## config.mk

```make
export PLATFORM = sky130hd
export DESIGN_NAME = typec_source_attach_control
export DESIGN_NICKNAME = d
export VERILOG_FILES = /design/src/logic/tcsac_pkg.sv /design/src/logic/typec_source_attach_control.sv
export VERILOG_INCLUDE_DIRS = /design/src /design/src/logic
export SDC_FILE = /design/constraint.sdc
export NUM_CORES = 1
export LEC_CHECK = 0
export ABC_AREA = 0
export BUFFER_PORTS_ARGS = -buffer_cell sky130_fd_sc_hd__buf_2
export CAP_MARGIN = 10
export CORE_ASPECT_RATIO = 2
export CORE_MARGIN = 1
export CORE_UTILIZATION = 50
export CTS_CLUSTER_SIZE = 12
export DETAILED_ROUTE_END_ITERATION = 10
export PLACE_DENSITY = 0.71
export SYNTH_ARGS = -nofsm -noshare
export SYNTH_HDL_FRONTEND = slang
export SYNTH_SLANG_ARGS = --single-unit
```

## constraint.sdc

```tcl
create_clock -name clk -period 4.4 [get_ports clk]
set_input_delay 0.66 -clock clk [delete_from_list [all_inputs] [get_ports clk]]
set_output_delay 0.66 -clock clk [all_outputs]
set_load 0.01 [all_outputs]
```

## src/logic/tcsac_regs.svh

```systemverilog
// Timing counts and constant codes for the Type-C source attach controller
`ifndef TCSAC_REGS_SVH
`define TCSAC_REGS_SVH
`define TCSAC_CLK_MHZ 125
`define TCSAC_DEBOUNCE_US 400
`define TCSAC_DEBOUNCE_CYC (`TCSAC_DEBOUNCE_US * `TCSAC_CLK_MHZ)
`define TCSAC_VBUS_UP_MS 275
`define TCSAC_VBUS_UP_CYC (`TCSAC_VBUS_UP_MS * 1000 * `TCSAC_CLK_MHZ)
`define TCSAC_BUS_DISCHARGE_SINK_MS 650
`define TCSAC_BUS_DISCHARGE_SINK_CYC (`TCSAC_BUS_DISCHARGE_SINK_MS * 1000 * `TCSAC_CLK_MHZ)
`define TCSAC_PULLUP_UA 330
`define TCSAC_SINK_MA 20
`endif

```

## src/logic/tcsac_pkg.sv

```systemverilog
// Types for the Type-C source attach controller
package tcsac_pkg;
   typedef enum logic [1:0] {
      ST_UNATTACHED = 2'b00,
      ST_DEBOUNCE = 2'b01,
      ST_CONNECTED = 2'b10,
      ST_DISCHARGE = 2'b11
   } tcsac_state_e;
   // Comparator view of one CC line
   typedef struct packed {
      logic attachDetectVoltage;
      logic cableTerm;
   } tcsac_cc_s;
   // Protocol enables
   typedef struct packed {
      logic pd2;
      logic pd3;
      logic pps;
      logic vdm;
      logic bc12;
      logic legacyFast2;
      logic legacyFast3;
   } tcsac_proto_s;
endpackage : tcsac_pkg

```

## src/logic/typec_source_attach_control.sv

```systemverilog
// Type-C source attach and detach control with protocol selection
`include "tcsac_regs.svh"

module typec_source_attach_control #(
   parameter int unsigned DEBOUNCE_CYC = `TCSAC_DEBOUNCE_CYC,
   parameter int unsigned VBUS_UP_CYC = `TCSAC_VBUS_UP_CYC,
   parameter int unsigned BUS_DISCHARGE_SINK_CYC = `TCSAC_BUS_DISCHARGE_SINK_CYC,
   parameter bit HAS_DPDM = 1'b1
) (
   // Clock and reset
   input wire logic clk,
   input wire logic reset,
   // CC comparators, index 0 is CC1
   input tcsac_pkg::tcsac_cc_s cc1,
   input tcsac_pkg::tcsac_cc_s cc2,
   // Mode selection
   input wire logic enhancedMode,
   input wire logic bothMode,
   // Bus level reports
   input wire logic vbusAt5v,
   input wire logic vbusAt0v,
   // Power path
   output logic ccPullupEnable,
   output logic loadSwitchGateDrive,
   output logic busDischargeSink,
   output logic vccCurrentSink,
   // Status
   output logic attached,
   output logic activeCc2,
   output logic pdReady,
   output logic vbusUpTimeout,
   output logic dischargeTimeout,
   output tcsac_pkg::tcsac_proto_s protoEnable
);
   localparam int unsigned CW = 32;
   tcsac_pkg::tcsac_state_e state;
   logic [CW-1:0] timer;
   logic sink1;
   logic sink2;
   logic anySink;
   logic activeSink;
   logic vbusWait;

   // A sink termination wins even with a cable termination on the other line
   assign sink1 = cc1.attachDetectVoltage;
   assign sink2 = cc2.attachDetectVoltage;
   assign anySink = sink1 | sink2;
   assign activeSink = activeCc2 ? sink2 : sink1;

   // Pull-ups stay on so a consumer can always be seen
   always_ff @(posedge clk)
   begin
      if (reset)
         ccPullupEnable <= 1'b0;
      else
         ccPullupEnable <= 1'b1;
   end

   // Attach state machine and shared timer
   always_ff @(posedge clk)
   begin
      if (reset)
      begin
         state <= tcsac_pkg::ST_UNATTACHED;
         timer <= '0;
      end
      else
      begin
         unique case (state)
            tcsac_pkg::ST_UNATTACHED:
            begin
               timer <= '0;
               if (anySink)
                  state <= tcsac_pkg::ST_DEBOUNCE;
            end
            tcsac_pkg::ST_DEBOUNCE:
            begin
               // Bounce back aborts; avoids closing on a glitch
               if (!anySink)
               begin
                  state <= tcsac_pkg::ST_UNATTACHED;
                  timer <= '0;
               end
               else if (timer >= CW'(DEBOUNCE_CYC - 1))
               begin
                  state <= tcsac_pkg::ST_CONNECTED;
                  timer <= '0;
               end
               else
                  timer <= timer + 1'b1;
            end
            tcsac_pkg::ST_CONNECTED:
            begin
               if (!activeSink)
               begin
                  state <= tcsac_pkg::ST_DISCHARGE;
                  timer <= '0;
               end
               else if (timer < CW'(VBUS_UP_CYC))
                  timer <= timer + 1'b1;
            end
            tcsac_pkg::ST_DISCHARGE:
            begin
               // Leave once bus is at 0 V or the window has run out
               if (vbusAt0v || timer >= CW'(BUS_DISCHARGE_SINK_CYC - 1))
               begin
                  state <= tcsac_pkg::ST_UNATTACHED;
                  timer <= '0;
               end
               else
                  timer <= timer + 1'b1;
            end
         endcase
      end
   end

   // Power path drives, registered from the next state
   always_ff @(posedge clk)
   begin
      if (reset)
      begin
         loadSwitchGateDrive <= 1'b0;
         busDischargeSink <= 1'b0;
         vccCurrentSink <= 1'b0;
         attached <= 1'b0;
      end
      else
      begin
         loadSwitchGateDrive <= (state == tcsac_pkg::ST_DEBOUNCE && anySink && timer >= CW'(DEBOUNCE_CYC - 1))
            || (state == tcsac_pkg::ST_CONNECTED && activeSink);
         busDischargeSink <= (state == tcsac_pkg::ST_CONNECTED && !activeSink)
            || (state == tcsac_pkg::ST_DISCHARGE && !(vbusAt0v || timer >= CW'(BUS_DISCHARGE_SINK_CYC - 1)));
         vccCurrentSink <= (state == tcsac_pkg::ST_CONNECTED && !activeSink)
            || (state == tcsac_pkg::ST_DISCHARGE && !(vbusAt0v || timer >= CW'(BUS_DISCHARGE_SINK_CYC - 1)));
         attached <= (state == tcsac_pkg::ST_DEBOUNCE && anySink && timer >= CW'(DEBOUNCE_CYC - 1))
            || (state == tcsac_pkg::ST_CONNECTED && activeSink);
      end
   end

   // Active line captured on entry to debounce; CC1 preferred when both terminated
   always_ff @(posedge clk)
   begin
      if (reset)
         activeCc2 <= 1'b0;
      else if (state == tcsac_pkg::ST_UNATTACHED && anySink)
         activeCc2 <= !sink1 && sink2;
   end

   // Bus rise window supervision
   assign vbusWait = state == tcsac_pkg::ST_CONNECTED && activeSink;
   always_ff @(posedge clk)
   begin
      if (reset)
      begin
         pdReady <= 1'b0;
         vbusUpTimeout <= 1'b0;
      end
      else
      begin
         pdReady <= vbusWait && vbusAt5v && timer < CW'(VBUS_UP_CYC);
         vbusUpTimeout <= vbusWait && !vbusAt5v && timer >= CW'(VBUS_UP_CYC);
      end
   end

   // Sticky until the next attach starts
   always_ff @(posedge clk)
   begin
      if (reset)
         dischargeTimeout <= 1'b0;
      else if (state == tcsac_pkg::ST_DISCHARGE && !vbusAt0v && timer >= CW'(BUS_DISCHARGE_SINK_CYC - 1))
         dischargeTimeout <= 1'b1;
      else if (state == tcsac_pkg::ST_DEBOUNCE)
         dischargeTimeout <= 1'b0;
   end

   // Protocol selection; DP/DM users vanish on the variant without those lines
   always_ff @(posedge clk)
   begin
      if (reset)
         protoEnable <= '0;
      else
      begin
         protoEnable.pd2 <= 1'b1;
         protoEnable.pd3 <= 1'b1;
         protoEnable.pps <= 1'b1;
         protoEnable.vdm <= enhancedMode || bothMode;
         protoEnable.bc12 <= HAS_DPDM;
         protoEnable.legacyFast2 <= HAS_DPDM && !(bothMode && !enhancedMode);
         protoEnable.legacyFast3 <= HAS_DPDM && !(bothMode && !enhancedMode);
      end
   end

   property p_switch_needs_sink;
      @(posedge clk) disable iff (reset)
      $rose(loadSwitchGateDrive) |-> $past(anySink) && $past(state) == tcsac_pkg::ST_DEBOUNCE;
   endproperty
   a_switch_needs_sink: assert property (p_switch_needs_sink) else $error("switch closed without debounce");

   property p_open_on_detach;
      @(posedge clk) disable iff (reset)
      (state == tcsac_pkg::ST_CONNECTED && !activeSink) |=> !loadSwitchGateDrive && busDischargeSink && vccCurrentSink;
   endproperty
   a_open_on_detach: assert property (p_open_on_detach) else $error("detach did not open switch");

   property p_idle_open;
      @(posedge clk) disable iff (reset)
      state == tcsac_pkg::ST_UNATTACHED |-> !loadSwitchGateDrive;
   endproperty
   a_idle_open: assert property (p_idle_open) else $error("switch closed while unattached");

   property p_no_dpdm;
      @(posedge clk) disable iff (reset)
      !HAS_DPDM |=> !protoEnable.bc12 && !protoEnable.legacyFast2 && !protoEnable.legacyFast3;
   endproperty
   a_no_dpdm: assert property (p_no_dpdm) else $error("DP/DM protocol on variant without lines");

   property p_idle_no_sink;
      @(posedge clk) disable iff (reset)
      (state == tcsac_pkg::ST_UNATTACHED && !anySink) |=> state == tcsac_pkg::ST_UNATTACHED && !attached;
   endproperty
   a_idle_no_sink: assert property (p_idle_no_sink) else $error("attach without sink");

   property p_basic_no_legacy;
      @(posedge clk) disable iff (reset)
      (bothMode && !enhancedMode) |=> !protoEnable.legacyFast2 && !protoEnable.legacyFast3;
   endproperty
   a_basic_no_legacy: assert property (p_basic_no_legacy) else $error("legacy protocol in basic mode");
endmodule : typec_source_attach_control

```

==> reports/metrics.yaml, run 1 <==
final_layout:
  drive_above_1_share_pct: 12.59
  num_antenna_cells: 0
  layout_commonest_cell: "dfxtp_1"
  layout.cells.non_filler: 330
  layout.nets: 289
  layout_common_cells: "43 x dfxtp_1, 37 x nor2_1, 23 x buf_2, 18 x nand2_1, 17 x xor2_1"
  area_growth_syn_to_layout_pct: 5.703
  final_util_pct: 56.17
  fillers: 425
power:
  power_density_mw_per_mm2: 288.7
  power_mw: 0.6762
  p_leak_nw: 0.9217
  peakVddDrop_mv: 0.2087
min_path:
  whs_path_depth: 1
  hold_class: "flop to flop"
  min_from: "timer[30]"
  whs_endpoint: "timer[30]"
die:
  die_y_um: 96.15
  core-area_sq_mm: 0.004170
  dieArea_sq_mm: 0.004718
  start_util_pct: 53.14
  die_w_um: 49.08
  io_pins: 26
  num_rows: 33
logic_synthesis:
  synthCells: 271
  synth_edf_count: 0
  synth_nets: 283
  async_flop_share_pct: 0
  synth.cell_area_sq_mm: 0.002216
  yosys_warnings: 0
  synth_cell_types: 43
  avgSynthCellArea_sq_um: 8.177
  synth_seq_area_share_pct: 38.85
  synth_top_flop_cell: "dfxtp_1"
  ys_ff_latch: 43
grt:
  grt_max_degree: 33
  grt_pass1_wl_um: 8404
  gr-usage-all-layers_pct: 22.90
  grt-ovfl-total: 0
  grt_pass1_vias: 1862
  antenna_found_initial: 0
clocking:
  clk_latency_ns: 0.30
  post-cts-setup-buffers: 0
  hold_buffers: 0
  cts_buffers: 5
  ctsResizeCount: 0
  path_clk_slew_ns: 0.08
  cts_htree_levels: 2
  cts_max_path_buffers: 2
  cts.sinks: 43
  cts_tree: "done"
  cts-root-buf: "clkbuf_8"
critical_path:
  path_common_cell: "or4_1"
  worstRegToRegCells: 7
  path_cells: "or4_1, or4_1, or4_1, a2bb2oi_1, a21o_1, nor4bb_1, a21o_1"
  r2r_start: "timer[21]"
  end_kind: "flop"
  reg2reg_to: "timer[21]"
  cp_slowest_cell: "a21o_1"
  crit_type: "flop to flop"
  r2r_slack_ns: 1.12
  cp_slowest_stage_delay_ns: 0.57
  path_max_fanout: 32
  worst_ep_required_time_ns: 4.65
  cp-start-kind: "flop"
  cp_data_arrival_time_ns: 3.53
sta:
  fmax_mhz: 304.6
  tns_ns: 0
  max_slew_margin_pct: 32.39
  period_share_pct: 74.62
  drv_slew: 0
  period_needed_ns: 3.283
  worst_slew_pin_slew_ns: 1.014
  rsz0062_at_grt: "false"
  hold_violations: 0
  final.setup_skew_ns: 0.01195
  setup_viol: 0
route:
  firstDrtPassIters: 4
  dr_total_vias: 1943
  via_per_inst: 5.888
  drtIter0Drc: 53
  final_antenna_net_count: 0
  drcViolationCount: 0
  post_drt_wl_per_cell_um: 14.74
  wl_um: 4864
flow_run:
  drv_cap: 0
placed_design:
  placed_cells: 322
  port_buffers: 23
  gp_congestion: 0.8712
  hpwl_um: 3571
outcome:
  status: "finished clean"
-- synthesized netlist by cell type (all sizes together) (3+ instances only) --
library cell	count	area [sq um]
a211oi	3	22.52
a21o	4	30.03
a21oi	10	50.05
and2	5	31.28
and3	14	87.58
and4	3	26.28
buf	10	86.33
clkbuf	14	52.55
dfxtp	43	860.8
inv	7	26.28
nand2	18	67.56
nand3	15	75.07
nand4	9	56.30
nor2	37	138.9
nor3	8	45.04
nor4	8	50.05
o21ai	6	30.03
o22ai	4	25.02
or3	3	18.77
or4	4	30.03
xnor2	3	26.28
xor2	17	148.9
-- logic make-up (layout without fill, tap and decap cells) --
logic type,count (synthesis),count (layout),share of synthesized area (%)
simple gates,133,133,31.68
flops,43,43,38.85
compound gates,41,41,12.48
buf+inv,31,38,7.453
xor+xnor,20,20,7.905
fa+ha+maj,2,2,1.129
mux,1,1,0.5082
-- worst max path at each step --
| stage | from | to | slack, ns |
|---|---|---|---|
| 5_1_grt | timer[21] | timer[2] | 0.91 |
| 2_1_floorplan | timer[21] | timer[3] | 1.77 |
| 3_5_place_dp | timer[21] | timer[4] | 1.08 |
| 4_1_cts | timer[21] | timer[4] | 1.06 |
| 3_3_place_gp | timer[21] | timer[4] | 1.16 |
| 6_report | timer[21] | timer[21] | 1.12 |
-- per-stage QoR --
step	setup WS, ns	hold WS [ns]	cell area [sq um]
global route	0.9122	0.5259	2342
finish	1.117	0.4948	2342
global placement	1.156	0.4596	2257
floorplan	1.766	0.4451	2216
detailed placement	1.077	0.4640	2257
CTS	1.064	0.4886	2342
-- routing by layer --
layer | global-route usage, % | vias up | wire length [um]
met5 | 0 | - | 0
met4 | 12.50 | 0 | 161
met3 | 3.949 | 16 | 124
met2 | 42.47 | 48 | 2619
met1 | 23.88 | 912 | 1958
li1 | - | 967 | -
-- flip-flops by register name, summed over array words and instances, names as in the netlist, named ones only --
| signal | flops |
|---|---|
| protoEnable | 2 |
| pdReady | 1 |
| timer | 32 |
| attached | 1 |
| state | 1 |
| ccPullupEnable | 1 |
| vccCurrentSink | 1 |
| activeCc2 | 1 |
| dischargeTimeout | 1 |
| vbusUpTimeout | 1 |
-- layout make-up --
cell class                      count  area (sq um)  area share [%]
Timing Repair Buffer               23         115.1           4.915
Tap cell                           52         65.06           2.778
Sequential cell                    43         860.8           36.75
Multi-Input combinational cell    197          1190           50.80
Inverter                            7         26.28           1.122
Clock inverter                      2         12.51          0.5342
Clock buffer                        6         72.57           3.098
-- power by group --
group / switching, mW / total (mW) / internal, mW / leakage (nW)
clock network: 0.136 / 0.247 / 0.111 / 0.0412
registers: 0.00356 / 0.396 / 0.393 / 0.348
logic: 0.0195 / 0.0326 / 0.0131 / 0.533
total: 0.159 / 0.676 / 0.517 / 0.922
-- critical path: cells and delay by family (launching register included) --
kind | cells | cell delay [ns]
AND/OR/NAND/NOR | 4 | 1.95
AO/OA/AOI/OAI | 3 | 0.87
flip-flops | 1 | 0.39
No activity file was read; power rests on OpenSTA's default activity.
==> inputs of run 2 (changes only) <==
PLACE_DENSITY = 0.74   (was 0.71)
clock period = 2.7 ns   (was 4.4 ns; I/O delays follow)
==> run 2 against run 1 <==
  * The run now ends with negative setup slack left
  * Register-to-register slack got worse by 1.2 ns
  * Clock power increased by 110%
  * Sequential share of layout area decreased by 3.8 points
  * Clock-buffer cell count unchanged
  * Critical endpoint is now timer[2]
  * Non-clock buffer count increased by 18
  * Setup slack got worse by 1.2 ns
  * Sequential power increased by 63%
  * Combinational power increased by 130%
==> reports/metrics.yaml, run 2 (synthesis gave the netlist of run 1 again) <==
route:
  post_drt_wl_per_cell_um: 16.89
  via_per_inst: 6.220
  firstDrtPassIters: 4
  dr_total_vias: 2177
  drcViolationCount: 0
  final_antenna_net_count: 0
  drtIter0Drc: 100
  wl_um: 5913
final_layout:
  stdcell_area_sq_mm: 0.002614
  largest_reg_flops: 32
  reg_top3: "timer: 32 flops, protoEnable: 2 flops"
  top_register: "timer"
  drive_above_1_share_pct: 22.48
  layout.nets: 309
  layout_commonest_cell: "dfxtp_1"
  area_growth_syn_to_layout_pct: 17.96
  layout_common_cells: "42 x dfxtp_1, 35 x nor2_1, 23 x buf_2, 18 x nand2_1, 17 x xor2_1"
  num_antenna_cells: 0
clocking:
  cts-root-buf: "clkbuf_8"
  path_clk_slew_ns: 0.08
  cts_htree_levels: 2
  cts_max_path_buffers: 2
  clk_latency_ns: 0.30
  cts.sinks: 43
  cts_buffers: 5
  hold_buffers: 0
  cts_tree: "done"
grt:
  grt_max_degree: 28
  grt_pass1_vias: 2028
  grt_pass1_wl_um: 9177
  gr-usage-all-layers_pct: 25.44
  grt-ovfl-total: 0
  antenna_found_initial: 0
die:
  die_y_um: 96.15
  die_w_um: 49.08
  io_pins: 26
  dieArea_sq_mm: 0.004718
  core-area_sq_mm: 0.004170
  num_rows: 33
  start_util_pct: 53.14
critical_path:
  path_max_fanout: 6
  startpoint: "timer[21]"
  r2r_start: "timer[21]"
  cp-start-kind: "flop"
  worst_ep_required_time_ns: 2.94
  end_kind: "flop"
  crit_type: "flop to flop"
  cp_data_arrival_time_ns: 2.99
sta:
  drv_slew: 0
  period_share_pct: 101.9
  fmax_mhz: 363.4
  period_needed_ns: 2.751
  whs_ns: 0.2837
  worst_slew_pin_slew_ns: 0.7818
  final.setup_skew_ns: 0.01144
  rsz0062_at_grt: "true"
  setup_viol: 4
  max_slew_margin_pct: 46.53
  postLayoutSetupSlackWorst_ns: -0.05145
  hold_violations: 0
placed_design:
  hpwl_um: 3948
  gp_congestion: 0.9237
  placed_cell_area_sq_mm: 0.002392
  port_buffers: 23
  dp_slack_ns: -0.1314
flow_run:
  drv_cap: 0
outcome:
  status: "finished, violations left"
  violations: "negative setup slack"
min_path:
  min_from: "bothMode"
  hold_class: "input pin to flop"
power:
  power_density_mw_per_mm2: 474.5
  peakVddDrop_mv: 0.3908
  p_leak_nw: 1.045
run 2: cell count changes in the layout (fill, tap and decap cells not counted), sizes merged:
cell / change
a31o: +1
buf: +18
a21o: +1
clkinvlp: -1
bufinv: +1
run 2: path summary, 6_finish.rpt:
path                                         end  slack [ns]  cells after the start
worst max register to register          timer[2]       -0.05                      7
worst min register to register  dischargeTimeout        0.51                      2
worst min-delay path              protoEnable[0]        0.28                      2
worst max-delay path                    timer[2]       -0.05                      7
run 2: timing repair:
item	4_1_cts	5_1_grt
pin swaps	3	6
endpoints found under the setup margin	28	12
buffers inserted	0	0
cloned	1	1
hold endpoints to repair	0	0
gates resized for setup	9	9
run 2: layer usage:
layer,vias up,GRT usage (%),share of wire (%)
li1,1017,-,-
met1,1038,24.28,37
met2,101,48.17,55
met3,21,4.107,4.7
met4,0,17.89,3.7
met5,-,0,0
run 2: critical path, cell delays in order (launching register included):
cell	delay [ns]
dfxtp_1	0.34
or4_4	0.52
or4_4	0.45
or4_4	0.51
a2bb2oi_4	0.20
a21o_4	0.29
nor4b_2	0.27
a21o_1	0.11
run 2: final cells by class:
| type | instances | area (sq um) |
|---|---|---|
| Fill cell | 378 | 1556 |
| Multi-Input combinational cell | 199 | 1285 |
| Sequential cell | 43 | 862.1 |
| Timing Repair Buffer | 41 | 257.7 |
| Clock buffer | 6 | 82.58 |
| Tap cell | 52 | 65.06 |
| Clock inverter | 2 | 35.03 |
| Inverter | 7 | 26.28 |
run 2: per-stage QoR:
stage	cells	TNS, ns	utilization [%]	power [mW]
final	350	-0.1169	62.68	1.240
after detailed placement	340	-1.216	57.37	0.7250
after global placement	340	-0.6387	57.37	0.7231
after floorplan	271	0	-	0.7028
after global routing	350	-0.5331	62.68	1.287
after CTS	349	-0.005649	61.60	1.249
run 2: power breakdown:
| group | leakage, nW | switching (mW) | internal, mW |
|---|---|---|---|
| Clock | 0.0612 | 0.220 | 0.299 |
| Combinational | 0.636 | 0.0387 | 0.0356 |
| Sequential | 0.348 | 0.00627 | 0.640 |
